### src/logic/mws_pkg.sv
package mws_pkg;

    // ==========================================================
    // Coprocessor register selectors
    // ==========================================================
    localparam logic [3:0] CRN_BASE    = 4'h2;  // Base registers and base-select control
    localparam logic [3:0] CRN_DOMAIN  = 4'h3;  // Domain permission register
    localparam logic [3:0] CRN_FAULT   = 4'h5;  // Fault status registers
    localparam logic [3:0] CRM_ZERO    = 4'h0;  // Secondary selector for all of ours
    localparam logic [2:0] OP2_BASE0   = 3'h0;  // First translation base
    localparam logic [2:0] OP2_BASE1   = 3'h1;  // Second translation base
    localparam logic [2:0] OP2_SELCTL  = 3'h2;  // Base-select control
    localparam logic [2:0] OP2_DOMAIN  = 3'h0;  // Domain permission
    localparam logic [2:0] OP2_DFAULT  = 3'h0;  // Data fault status
    localparam logic [2:0] OP2_IFAULT  = 3'h1;  // Instruction fault status

    // ==========================================================
    // Field positions, masks and reset values
    // ==========================================================
    localparam int         SEL_PD1_BIT = 5;          // walk_disable_base1
    localparam int         SEL_PD0_BIT = 4;          // walk_disable_base0
    localparam int         FS_EXT_BIT  = 12;         // External abort qualifier
    localparam int         FS_WNR_BIT  = 11;         // Access direction flag
    localparam int         FS_HI_BIT   = 10;         // Fault code high bit
    localparam int         FS_DOM_LSB  = 4;          // Domain field [7:4]
    localparam logic [31:0] SEL_MASK   = 32'h0000_0037;
    localparam logic [31:0] DFS_MASK   = 32'h0000_1cff;
    localparam logic [31:0] IFS_MASK   = 32'h0000_140f;
    localparam logic [31:0] SEL_RESET  = 32'h0000_0000;
    localparam logic [31:0] DOM_RESET  = 32'h0000_0000;
    localparam logic [31:0] FS_RESET   = 32'h0000_0000;
    localparam logic [24:0] BASE_RESET = 25'h000_0000;
    localparam int          NUM_CAUSE  = 15;         // Fault causes, index 0 highest

    // Five-bit fault code per cause, in priority order (x bits shown as 0)
    localparam logic [14:0][4:0] CAUSE_CODE = {
        5'h02, 5'h16, 5'h08, 5'h0f, 5'h0d, 5'h0b, 5'h09, 5'h06,
        5'h03, 5'h07, 5'h05, 5'h0e, 5'h0c, 5'h04, 5'h01};
    // Causes whose code takes the bus-error qualifier
    localparam logic [14:0] CAUSE_EXT  = 15'h300c;
    localparam int          CAUSE_SECT = 4;          // Section translation fault

    // Domain permission field values
    localparam logic [1:0] DOM_NONE    = 2'h0;
    localparam logic [1:0] DOM_CLIENT  = 2'h1;
    localparam logic [1:0] DOM_MANAGER = 2'h3;

    // ==========================================================
    // Carriers
    // ==========================================================
    typedef struct packed {
        logic        valid;     // One-cycle access strobe
        logic        write;     // Write instruction when set
        logic [3:0]  crn;       // Primary register number
        logic [3:0]  secondary_register_selector;       // secondary_register_selector
        logic [2:0]  op2;       // Opcode-2 selector
        logic [31:0] wdata;     // Write data
        logic        secure;    // Secure state
        logic        priv;      // Privileged mode
    } mws_cp_req_type;

    typedef struct packed {
        logic        valid;     // TLB miss strobe
        logic [31:0] va;        // Missing virtual address
        logic        secure;    // Security state of the access
    } mws_miss_type;

    typedef struct packed {
        logic        valid;     // Domain check strobe
        logic        secure;    // Selects the bank
        logic [3:0]  domain;    // Domain of the entry
        logic        perm_fail; // TLB permission bits would refuse
        logic        xn_exec;   // Fetch from execute_never_attr page
    } mws_check_type;

    typedef struct packed {
        logic        valid;     // Abort strobe
        logic        instr;     // Prefetch abort when set
        logic        secure;    // Bank to record into
        logic [14:0] causes;    // Coinciding causes, bit 0 highest
        logic        write;     // Faulting access was a write
        logic        cp_op;     // Aborted coprocessor operation
        logic [3:0]  domain;    // Domain being accessed
        logic        slverr;    // Bus answered slave error
    } mws_abort_type;

endpackage

### src/logic/mws_mmu_ctrl.sv
`timescale 1ns/1ps
// Notes on behaviour
// (RQ1) Base1 walk disabled: section fault, no walk
// (RQ2) Base0 walk disabled: section fault, no walk
// (RQ3) Walk enabled: walk in current security state
// (RQ4) Boundary field: 16KB at 0 to 128B
// (RQ5) Base0 when N zero or top bits zero
// (RQ6) Secure write-disable blocks secure control writes
// (RQ7) Banked copies; user access is undefined
// (RQ8) Walks may look up level-one cache
// (RQ9) Sixteen two-bit domain permission fields
// (RQ10) Fields 00 and 10 give domain fault
// (RQ11) Client checks permissions; manager skips them
// (RQ12) Data abort overwrites data fault status
// (RQ13) Bit 12 bus error, external only
// (RQ14) Bit 11 direction; set on coprocessor abort
// (RQ15) Bits 7:4 hold faulting domain
// (RQ16) Code is bit 10 with bits 3:0
// (RQ17) Highest priority coincident fault is reported
// (RQ18) Lower priority fault codes in fixed order
// (RQ19) Data status at register 5, selectors zero
// (RQ20) Write loads data status for restore
// (RQ21) Prefetch abort records instruction fault status
// (RQ22) Instruction bit 12 qualifier, bit 11 zero
// (RQ23) Base0 keeps 31:7, walk uses N bits
// (RQ24) Reserved bits read zero, ignore writes
module mws_mmu_ctrl (
    input  wire logic                    core_clk,
    input  wire logic                    srst,
    input  wire mws_pkg::mws_cp_req_type cp_req,
    input  wire logic                    secure_write_disable_input,
    input  wire mws_pkg::mws_miss_type   miss,
    input  wire mws_pkg::mws_check_type  check,
    input  wire mws_pkg::mws_abort_type  abort_in,
    output logic                         cp_ack,
    output logic                         cp_undef,
    output logic [31:0]                  cp_rdata,
    output logic                         walk_start,
    output logic                         walk_base_sel,
    output logic [24:0]                  walk_table_base,
    output logic                         walk_secure,
    output logic                         walk_l1_lookup,
    output logic                         walk_denied,
    output logic                         check_done,
    output logic                         domain_fault,
    output logic                         perm_fault
);

    // ==========================================================
    // State
    // ==========================================================
    // Bank index 1 is the secure copy, 0 the non-secure copy
    typedef struct packed {
        logic             sdis_meta;   // Synchroniser first stage
        logic             sdis_sync;   // Synchronised write disable
        logic [1:0][31:0] selctl;      // Base-select control per bank
        logic [1:0][31:0] dom;         // Domain permission per bank
        logic [1:0][24:0] base0;       // First base bits 31:7
        logic [1:0][24:0] base1;       // Second base bits 31:7
        logic [1:0][31:0] dfs;         // Data fault status per bank
        logic [1:0][31:0] ifs;         // Instruction fault status per bank
        logic             ack;         // Access answer strobe
        logic             undef;       // Undefined instruction answer
        logic [31:0]      rdata;       // Read data
        logic             wstart;      // Walk launch strobe
        logic             wsel;        // Base used by the walk
        logic [24:0]      wbase;       // Masked table base
        logic             wsec;        // Walk security state
        logic             wl1;         // Walk may use level-one cache
        logic             wdeny;       // Walk suppressed, section fault
        logic             cdone;       // Domain check answer strobe
        logic             dfault;      // Domain fault result
        logic             pfault;      // Permission fault result
    } mws_state_type;

    mws_state_type state_reg;   // Registered state
    mws_state_type state_next;  // Next state

    // ==========================================================
    // Combinational helpers
    // ==========================================================
    logic       req_bank;       // Bank chosen by requester
    logic       hit_base0;      // Address decode hits
    logic       hit_base1;
    logic       hit_selctl;
    logic       hit_dom;
    logic       hit_dfs;
    logic       hit_ifs;
    logic       hit_any;
    logic       sdis_block;     // Secure write refused
    logic       miss_bank;
    logic [2:0] miss_n;         // Boundary-size field of that bank
    logic [31:0] top_mask;      // Virtual address bits 31:32-N
    logic       use_base1;      // Second base selected
    logic       walk_off;       // Chosen base has walk disabled
    logic [24:0] base_mask;     // Address bits used by the walk
    logic [1:0] dom_field;      // Permission field of checked domain
    logic [3:0] cause_idx;      // Winning fault cause
    logic [4:0] cause_fs;       // Its five-bit code
    logic       cause_ext;      // Its code takes the qualifier
    logic [31:0] fs_word;       // Assembled fault status word

    assign req_bank  = cp_req.secure;
    assign miss_bank = miss.secure;

    // ----------------------------------------------------------
    // Register decode; opcode-2 and secondary selector both count
    // ----------------------------------------------------------
    always_comb begin
        hit_base0  = 1'b0;
        hit_base1  = 1'b0;
        hit_selctl = 1'b0;
        hit_dom    = 1'b0;
        hit_dfs    = 1'b0;
        hit_ifs    = 1'b0;
        if (cp_req.crn == mws_pkg::CRN_BASE && cp_req.secondary_register_selector == mws_pkg::CRM_ZERO
            && cp_req.op2 == mws_pkg::OP2_BASE0) begin
            hit_base0 = 1'b1;
        end else if (cp_req.crn == mws_pkg::CRN_BASE && cp_req.secondary_register_selector == mws_pkg::CRM_ZERO
            && cp_req.op2 == mws_pkg::OP2_BASE1) begin
            hit_base1 = 1'b1;
        end else if (cp_req.crn == mws_pkg::CRN_BASE && cp_req.secondary_register_selector == mws_pkg::CRM_ZERO
            && cp_req.op2 == mws_pkg::OP2_SELCTL) begin
            hit_selctl = 1'b1;
        end else if (cp_req.crn == mws_pkg::CRN_DOMAIN && cp_req.secondary_register_selector == mws_pkg::CRM_ZERO
            && cp_req.op2 == mws_pkg::OP2_DOMAIN) begin
            hit_dom = 1'b1;
        end else if (cp_req.crn == mws_pkg::CRN_FAULT && cp_req.secondary_register_selector == mws_pkg::CRM_ZERO
            && cp_req.op2 == mws_pkg::OP2_DFAULT) begin
            hit_dfs = 1'b1; // RQ19
        end else if (cp_req.crn == mws_pkg::CRN_FAULT && cp_req.secondary_register_selector == mws_pkg::CRM_ZERO
            && cp_req.op2 == mws_pkg::OP2_IFAULT) begin
            hit_ifs = 1'b1; // RQ21
        end
    end

    assign hit_any = hit_base0 | hit_base1 | hit_selctl | hit_dom | hit_dfs | hit_ifs;

    // Secure copies of control and domain registers lock on the pin
    assign sdis_block = cp_req.write && cp_req.secure && state_reg.sdis_sync
        && (hit_selctl || hit_dom); // RQ6

    // ----------------------------------------------------------
    // Base selection for a missing address
    // ----------------------------------------------------------
    assign miss_n   = state_reg.selctl[miss_bank][2:0]; // RQ4
    assign top_mask = ~(32'hffff_ffff >> miss_n);
    // N of zero gives an empty mask, so base0 always wins
    assign use_base1 = (miss.va & top_mask) != 32'h0000_0000; // RQ5
    assign walk_off  = use_base1 ? state_reg.selctl[miss_bank][mws_pkg::SEL_PD1_BIT]
                                 : state_reg.selctl[miss_bank][mws_pkg::SEL_PD0_BIT];
    // Base0 drops 7-N low stored bits; base1 always spans 16KB
    assign base_mask = use_base1 ? (25'h1ff_ffff << 7)
                                 : (25'h1ff_ffff << (3'h7 - miss_n)); // RQ23

    // ----------------------------------------------------------
    // Domain field lookup
    // ----------------------------------------------------------
    assign dom_field = state_reg.dom[check.secure][{check.domain, 1'b0} +: 2]; // RQ9

    // ----------------------------------------------------------
    // Fault priority: lowest set cause index wins
    // ----------------------------------------------------------
    always_comb begin
        cause_idx = 4'h0;
        for (int i = mws_pkg::NUM_CAUSE - 1; i >= 0; i--) begin
            if (abort_in.causes[i]) begin
                cause_idx = 4'(i); // RQ17 RQ18
            end
        end
    end

    assign cause_fs  = mws_pkg::CAUSE_CODE[cause_idx];
    assign cause_ext = mws_pkg::CAUSE_EXT[cause_idx];

    // Status word shared by both records, direction added for data only
    always_comb begin
        fs_word = 32'h0000_0000;
        fs_word[mws_pkg::FS_HI_BIT] = cause_fs[4]; // RQ16
        fs_word[3:0] = cause_fs[3:0];
        fs_word[mws_pkg::FS_EXT_BIT] = cause_ext & abort_in.slverr; // RQ13 RQ22
        if (!abort_in.instr) begin
            fs_word[mws_pkg::FS_WNR_BIT] = abort_in.write | abort_in.cp_op; // RQ14
            fs_word[7:4] = abort_in.domain; // RQ15
        end
    end

    // ==========================================================
    // Next-state process
    // ==========================================================
    always_comb begin
        state_next = state_reg;
        // Two-stage capture of the asynchronous disable pin
        state_next.sdis_meta = secure_write_disable_input;
        state_next.sdis_sync = state_reg.sdis_meta;
        // Strobes default low
        state_next.ack    = 1'b0;
        state_next.undef  = 1'b0;
        state_next.rdata  = 32'h0000_0000;
        state_next.wstart = 1'b0;
        state_next.wdeny  = 1'b0;
        state_next.cdone  = 1'b0;
        state_next.dfault = 1'b0;
        state_next.pfault = 1'b0;

        // Coprocessor access, answered one cycle later
        if (cp_req.valid) begin
            state_next.ack = 1'b1;
            if (!cp_req.priv || !hit_any || sdis_block) begin
                // User mode, unmapped or locked: undefined, nothing stored
                state_next.undef = 1'b1; // RQ6 RQ7
            end else if (cp_req.write) begin
                // Reserved positions are masked away on write
                if (hit_base0) begin
                    state_next.base0[req_bank] = cp_req.wdata[31:7]; // RQ23
                end else if (hit_base1) begin
                    state_next.base1[req_bank] = cp_req.wdata[31:7];
                end else if (hit_selctl) begin
                    state_next.selctl[req_bank] = cp_req.wdata & mws_pkg::SEL_MASK; // RQ24
                end else if (hit_dom) begin
                    state_next.dom[req_bank] = cp_req.wdata; // RQ9
                end else if (hit_dfs) begin
                    state_next.dfs[req_bank] = cp_req.wdata & mws_pkg::DFS_MASK; // RQ20
                end else begin
                    state_next.ifs[req_bank] = cp_req.wdata & mws_pkg::IFS_MASK; // RQ24
                end
            end else begin
                // Reads return the selected bank's copy
                if (hit_base0) begin
                    state_next.rdata = {state_reg.base0[req_bank], 7'h00};
                end else if (hit_base1) begin
                    state_next.rdata = {state_reg.base1[req_bank], 7'h00};
                end else if (hit_selctl) begin
                    state_next.rdata = state_reg.selctl[req_bank];
                end else if (hit_dom) begin
                    state_next.rdata = state_reg.dom[req_bank];
                end else if (hit_dfs) begin
                    state_next.rdata = state_reg.dfs[req_bank]; // RQ19
                end else begin
                    state_next.rdata = state_reg.ifs[req_bank];
                end
            end
        end

        // TLB miss: walk or refuse with a section fault
        if (miss.valid) begin
            state_next.wsel  = use_base1;
            state_next.wbase = (use_base1 ? state_reg.base1[miss_bank]
                                          : state_reg.base0[miss_bank]) & base_mask;
            state_next.wsec  = miss.secure;
            if (walk_off) begin
                state_next.wdeny = 1'b1; // RQ1 RQ2
            end else begin
                state_next.wstart = 1'b1; // RQ3
                // Walks read through the level-one cache
                state_next.wl1    = 1'b1; // RQ8
            end
        end

        // Domain permission check
        if (check.valid) begin
            state_next.cdone = 1'b1;
            if (dom_field == mws_pkg::DOM_NONE || dom_field[0] == 1'b0) begin
                state_next.dfault = 1'b1; // RQ10
            end else if (dom_field == mws_pkg::DOM_CLIENT) begin
                state_next.pfault = check.perm_fail | check.xn_exec; // RQ11
            end
        end

        // Aborts come last so a fault beats a same-cycle software write
        if (abort_in.valid && abort_in.causes != 15'h0000) begin
            if (abort_in.instr) begin
                state_next.ifs[abort_in.secure] = fs_word & mws_pkg::IFS_MASK; // RQ21 RQ22
            end else begin
                state_next.dfs[abort_in.secure] = fs_word; // RQ12
            end
        end
    end

    // ==========================================================
    // State register
    // ==========================================================
    always_ff @(posedge core_clk) begin
        if (srst) begin
            state_reg           <= '0;
            state_reg.selctl[0] <= mws_pkg::SEL_RESET;
            state_reg.selctl[1] <= mws_pkg::SEL_RESET;
            state_reg.dom[0]    <= mws_pkg::DOM_RESET;
            state_reg.dom[1]    <= mws_pkg::DOM_RESET;
            state_reg.base0[0]  <= mws_pkg::BASE_RESET;
            state_reg.base0[1]  <= mws_pkg::BASE_RESET;
            state_reg.dfs[0]    <= mws_pkg::FS_RESET;
            state_reg.dfs[1]    <= mws_pkg::FS_RESET;
            state_reg.ifs[0]    <= mws_pkg::FS_RESET;
            state_reg.ifs[1]    <= mws_pkg::FS_RESET;
        end else begin
            state_reg <= state_next;
        end
    end

    // Outputs straight from the state register
    assign cp_ack          = state_reg.ack;
    assign cp_undef        = state_reg.undef;
    assign cp_rdata        = state_reg.rdata;
    assign walk_start      = state_reg.wstart;
    assign walk_base_sel   = state_reg.wsel;
    assign walk_table_base = state_reg.wbase;
    assign walk_secure     = state_reg.wsec;
    assign walk_l1_lookup  = state_reg.wl1;
    assign walk_denied     = state_reg.wdeny;
    assign check_done      = state_reg.cdone;
    assign domain_fault    = state_reg.dfault;
    assign perm_fault      = state_reg.pfault;
endmodule

### config.mk
export PLATFORM = sky130hd
export DESIGN_NAME = mws_mmu_ctrl
export DESIGN_NICKNAME = d
export VERILOG_FILES = /design/src/logic/mws_pkg.sv /design/src/logic/mws_mmu_ctrl.sv
export SDC_FILE = /design/constraint.sdc
export NUM_CORES = 1
export LEC_CHECK = 0
export BUFFER_PORTS_ARGS = -buffer_cell sky130_fd_sc_hd__buf_4
export CORE_ASPECT_RATIO = 1.25
export CORE_MARGIN = 2
export CORE_UTILIZATION = 59
export CTS_CLUSTER_SIZE = 14
export DETAILED_ROUTE_END_ITERATION = 16
export GPL_ROUTABILITY_DRIVEN = 0
export PLACE_DENSITY = 0.8
export SYNTH_ARGS = -nofsm -noshare
export SYNTH_HDL_FRONTEND = slang
export SYNTH_SLANG_ARGS = --single-unit
export TNS_END_PERCENT = 5
### constraint.sdc
create_clock -name core_clk -period 6.64 [get_ports core_clk]
set_input_delay 1.328 -clock core_clk [delete_from_list [all_inputs] [get_ports core_clk]]
set_output_delay 1.328 -clock core_clk [all_outputs]
set_load 0.005 [all_outputs]
---- Word level (Yosys, flattened, before mapping) ----
Memory sizes are Yosys's and may differ from the RTL's.
Index checks and enable logic that the tools add are counted.
operators by class
  add/subtract/negate cells ............... 1
  magnitude comparators ................... 7
  equal/unequal tests ..................... 6
  shift operators ......................... 3
  mux-type cells .......................... 103
  bitwise gates (word level) .............. 21
  reductions and logical operators ........ 37
operators by type and width
  kind                                                                          number
  128-bit 2-to-1 mux                                                            7
  32-bit 2-to-1 mux                                                             19
  64-bit bitwise mux                                                            6
  25-bit 2-to-1 mux                                                             11
  64-bit 2-to-1 mux                                                             4
  162-bit 2-to-1 mux                                                            1
  50-bit bitwise mux                                                            2
  32-bit demux with 1-bit select                                                2
  4-bit 2-to-1 mux                                                              16
  32-bit AND                                                                    1
  32-bit NOT                                                                    1
  32-bit nonzero test                                                           1
  32-bit by 6-bit variable part select with 2-bit output                        1
  32-bit by 3-bit >> shifter with 32-bit output, first input constant           1
  1-bit 2-to-1 mux                                                              30
  25-bit AND                                                                    1
  25-bit demux with 1-bit select                                                1
  25-bit by 3-bit left shift with 25-bit output, first input constant           1
  1-bit logical AND                                                             15
  15-bit nonzero test                                                           1
  6-bit 2-to-1 mux                                                              2
  1-bit NOT                                                                     10
  4-bit by 2-bit equality test with 1-bit output, second input constant         2
  1-bit by 2-bit less-than comparator with 1-bit output, second input constant  4
  24 further kinds                                                              38
word-level totals
  register bits ........................... 425
  memory bits (read-only) ................. 96
  input bits .............................. 117
  output and inout port bits .............. 67
  word-level logic and storage cells ...... 207
  memories kept ........................... 2
memories
  name             depth  bits a word  rd ports  clocked after memory_dff  wr ports  RTL line             source
  (no name shown)  16     5            1         0                         0         mws_mmu_ctrl.sv:173  assign cause_fs = mws_pkg::CAUSE_CODE[cause_idx];
  (no name shown)  16     1            1         0                         0         mws_mmu_ctrl.sv:174  assign cause_ext = mws_pkg::CAUSE_EXT[cause_idx];

---- Longest topological paths before layout ----
  depth after elaboration ................. 21
  mapped depth ............................ 11
  mapped depth without buffers ............ 6

---- Least setup slack after synthesis ----
OpenSTA, ideal clock, no wires.
  path kind ............................... input to register
  start point ............................. input port cp_req[41] (netlist bit)
  end point ............................... register state_reg (netlist bit cp_rdata[0])
  library setup time ...................... 0.118 ns
  data arrival time ....................... 3.671 ns
  data required time ...................... 6.522 ns
  path slack .............................. 2.851 ns
  cell stages on the path ................. 9
  path buffers ............................ 3
  cells stage by stage .................... buf_2 nor4bb_1 and4_1 buf_2 buf_2 mux2_2 mux4_2 a21oi_1 nor2_1
between the ends
  longest elaborated chain between the ends .. 14
  elaborated cells on any way between the ends .. 47
  those cells by class .................... eq/ne: 3; mux: 24; bitwise: 5; reduce/logical: 15
RTL lines
  item                                                                    RTL line                                                       source
  from (decl)                                                             mws_mmu_ctrl.sv:30                                             input wire mws_pkg::mws_cp_req_type cp_req,
  4-bit by 2-bit equality test with 1-bit output (tied with other cells)  mws_mmu_ctrl.sv:116, mws_mmu_ctrl.sv:119, mws_mmu_ctrl.sv:122
  1-bit logical AND, on equally long branches (2 in a row)                -
  1-bit 2-to-1 mux, on equally long branches (2 in a row)                 -
  1-bit bitwise OR (tied with other cells) (3 in a row)                   mws_mmu_ctrl.sv:137                                            assign hit_any = hit_base0 | hit_base1 | hit_selctl | hit_dom | hit_dfs | hit_ifs;
  1-bit bitwise OR or 1-bit 2-to-1 mux (tied branches)                    mws_mmu_ctrl.sv:137, mws_mmu_ctrl.sv:116
  1-bit bitwise OR                                                        mws_mmu_ctrl.sv:137
  1-bit logical NOT                                                       mws_mmu_ctrl.sv:209                                            if (!cp_req.priv || !hit_any || sdis_block) begin
  1-bit logical OR (2 in a row)                                           mws_mmu_ctrl.sv:209
  6-bit OR reduction (no line)                                            -
  to (signal assigned)                                                    mws_mmu_ctrl.sv:297                                            state_reg <= state_next;
  to (decl)                                                               mws_mmu_ctrl.sv:76                                             mws_state_type state_reg;
Parallel ways exist; a longest one is shown, timed or not.
A chain may end at the register's enable or synchronous reset.

---- Worst setup path after layout ----
  start point ............................. input port cp_req[38] (netlist bit)
  end point ............................... register state_reg (netlist bit cp_rdata[7])
between the ends
  longest elaborated chain between the ends .. 14
  elaborated cells on any way between the ends .. 47
  those cells by class .................... mux: 26; bitwise: 5; reduce/logical: 16
RTL lines
  item                                                      RTL line
  4-bit logical NOT (*)                                     -
  1-bit logical AND, on equally long branches (2 in a row)  -
  1-bit 2-to-1 mux, on equally long branches (2 in a row)   -
  1-bit bitwise OR (tied with other cells) (3 in a row)     mws_mmu_ctrl.sv:137
  1-bit bitwise OR or 1-bit 2-to-1 mux (tied branches)      mws_mmu_ctrl.sv:137, mws_mmu_ctrl.sv:116
  1-bit bitwise OR                                          mws_mmu_ctrl.sv:137
  1-bit logical NOT                                         mws_mmu_ctrl.sv:209
  1-bit logical OR (2 in a row)                             mws_mmu_ctrl.sv:209
  4-bit OR reduction (no line)                              -
Mark *: on every way between the ends. The rest lies on a longest branch, timed or not.

==> metrics.md <==
| Metric | Value |
|---|---|
| Outcome | `finished, final reports clean` |
| Yosys cell types | `69` |
| CP Max Fanout | `24` |
| Largest family of logic cells by synthesized area | `simple AND/OR/NAND/NOR gates` |
| Area share of the leading cell type in the synthesized netlist | `0.440` |
| Final-report hold violation count | `0` |
| Fraction of the mapped netlist area in simple logic gates | `0.184` |
| Total GRT Usage | `0.322` |
| MaxCap Viol Count | `0` |
| Post-synth EDFFs | `0` |
| WL/cell | `21.7 µm` |
| Starting Density | `0.596` |
| Worst-margin pin slew | `1.27 ns` |
| Clk sinks | `371` |
| Final Setup Violations | `0` |
| Row count | `69` |
| Via/cell ratio | `6.36` |
| Total Negative Setup Slacks | `0 ns` |
| Worst skew pair latency | `0.54 ns` |
| Wirelength, routed | `49100 µm` |
| List of most frequent post-synthesis cells | `nand2_1 (383), dfxtp_1 (371), a21oi_1 (194), clkbuf_1 (133), mux2i_1 (106)` |
| Post-synthesis mux area share | `0.166` |
| Post-Syn Area | `16900 µm²` |
| Nets | `1999` |
| Post_cts resized | `0` |
| Post-synthesis sequential area ratio | `0.440` |
| Count of final max-slew check failures | `0` |
| Global-route wire length before repair | `75900 µm` |
| CP endpoint kind | `flip-flop` |
| Leak | `0.00695 µW` |
| Core area | `28300 µm²` |
| Most used DFF post-synth | `dfxtp_1` |
| Htree depth | `2` |
| Complex-gate fraction of the synthesized area | `0.146` |
| Adder-cell share of the synthesized area | `0.000594` |
| Placement Setup Slack | `2.04 ns` |
| Startpoint Class | `primary input` |
| Die height | `193 µm` |
| Worst Skew | `0.0202 ns` |
| Cells after synthesis | `1867` |
| # IOs | `184` |
| Yosys Warn Count | `0` |
| Number of antenna violations at the first check in global routing | `0` |
| Vias | `14400` |
| Worst Path Required | `7.02 ns` |
| XOR/XNOR Fraction of Synth Area | `0.00104` |
| Port-buffer cells | `158` |
| Max_slew headroom | `0.156` |
| Hold-fix buffers, CTS | `0` |
| CP arrival | `4.60 ns` |
| Top cell type by total area after synthesis | `dfxtp_1` |
| Hold crit path type | `reg -> reg` |
| P per Cell Area | `244 nW/µm²` |
| RSZ-0062 raised after global routing | `no` |
| Root Driver | `clkbuf_16` |
| Layout area overhead | `12.4%` |
| Final ANT Viol Nets | `0` |
| CTS tree | `yes` |
| Die X | `155 µm` |
| Max reg flops | `303` |
| Syn_area_per_cell | `9.03 µm²` |
| Drt drc | `0` |
| Tcrit/Tclk final | `0.636` |
| Syn nets | `1984` |
| Die area | `30000 µm²` |
| Max IR drop VDD | `183 µV` |
| Register bit total from synthesis | `371` |
| Largest net degree at the start of global routing | `190` |
| Clock-pin slew on the worst setup and hold paths | `0.06 ns` |
| CTS Buf Count | `37` |
| Share of layout cells above drive strength 1 | `0.193` |
| Clk buf depth | `3` |
| Largest cells by area after synthesis | `dfxtp_1 (44%), nand2_1 (8.5%), mux2i_1 (6.3%), mux4_2 (6.3%), a21oi_1 (5.8%)` |
| Detailed Routing Iterations Pass 1 | `6` |
| Dpl hpwl | `30300 µm` |
| Setup Buffers After CTS | `0` |
| Number of DRC markers in iteration 0 | `1539` |
| Overflow left after global routing | `0` |
| Period minus WS final | `4.22 ns` |
| Most common cell in the netlist | `nand2_1` |
| Crit path kind | `in -> reg` |
| Final worst slack | `2.42 ns` |
| Max Clk Rate | `237 MHz` |
| Vias in the first global route | `14100` |
| Antenna diodes | `0` |
| Post-synth ARST share | `0` |
==> critical path: stages <==
cell,delay [ns]
buf_4,0.12
or4_1,0.69
nor4_1,0.52
nand2_1,0.89
a222oi_1,0.94
a211oi_1,0.10
==> cell families (layout without fill, tap and decap cells) <==
logic type | count (synthesis) | count (layout)
buffers and inverters | 217 | 258
flip-flops | 371 | 371
multiplexers | 213 | 213
AND/OR/NAND/NOR | 675 | 675
XOR/XNOR | 2 | 2
AO/OA/AOI/OAI | 388 | 388
adder cells (fa/ha/maj) | 1 | 1
==> layer usage <==
metal / GRT usage / share of wire
met5: 0 / 0
met1: 0.384 / 0.37
met2: 0.558 / 0.49
met3: 0.0494 / 0.082
met4: 0.182 / 0.053
==> cell usage in the layout, fill, tap and decap left out, drive strengths merged, types with 7 or more instances in the layout <==
cell type	count
clkbuf	60
or4	7
a311oi	8
nor4	7
nand3	11
buf	184
mux2	60
mux4	47
o21ai	55
and2	98
dfxtp	371
inv	10
a311o	18
and3	21
nand2	383
nor2	66
nor2b	9
nand4	8
a211oi	52
nor3	33
a21oi	194
mux2i	106
a222oi	25
nand2b	11
==> final timing paths <==
path / start / endpoint / slack, ns / cells past startpoint
setup / recovery: cp_req[38] / cp_rdata[7] / 2.42 / 6
hold / removal: state_next[423] / state_reg[423] / 0.44 / 1
setup reg to reg: state_reg[423] / state_reg[113] / 4.07 / 5
hold reg to reg: state_next[423] / state_reg[423] / 0.44 / 1
==> stage by stage <==
step | hold slack [ns] | cells | instance area [µm²] | total power [µW] | utilization
floorplan | 0.414 | 1867 | 16900 | 2440 | -
global placement | 0.419 | 2198 | 17700 | 2560 | 0.626
detailed placement | 0.426 | 2198 | 17700 | 2560 | 0.626
CTS | 0.440 | 2263 | 18900 | 4630 | 0.669
global route | 0.462 | 2263 | 18900 | 4740 | 0.669
finish | 0.436 | 2263 | 18900 | 4620 | 0.669
==> layout make-up <==
cell class              instances  area (µm²)
fillers                      2198        9370
multi-input cells            1279        8420
flip-flops and latches        371        7430
repair buffers                184        1400
clock buffers                  60        1160
well taps                     355         444
clock inverters                 5        62.6
inverters                       9        33.8
==> report_power, final <==
group          internal (µW)  switching (µW)
Clock                   1240             866
Sequential              2240            6.76
Combinational           97.7             173
Total                   3580            1050
Note: power is estimated with default switching activity, not from simulation.
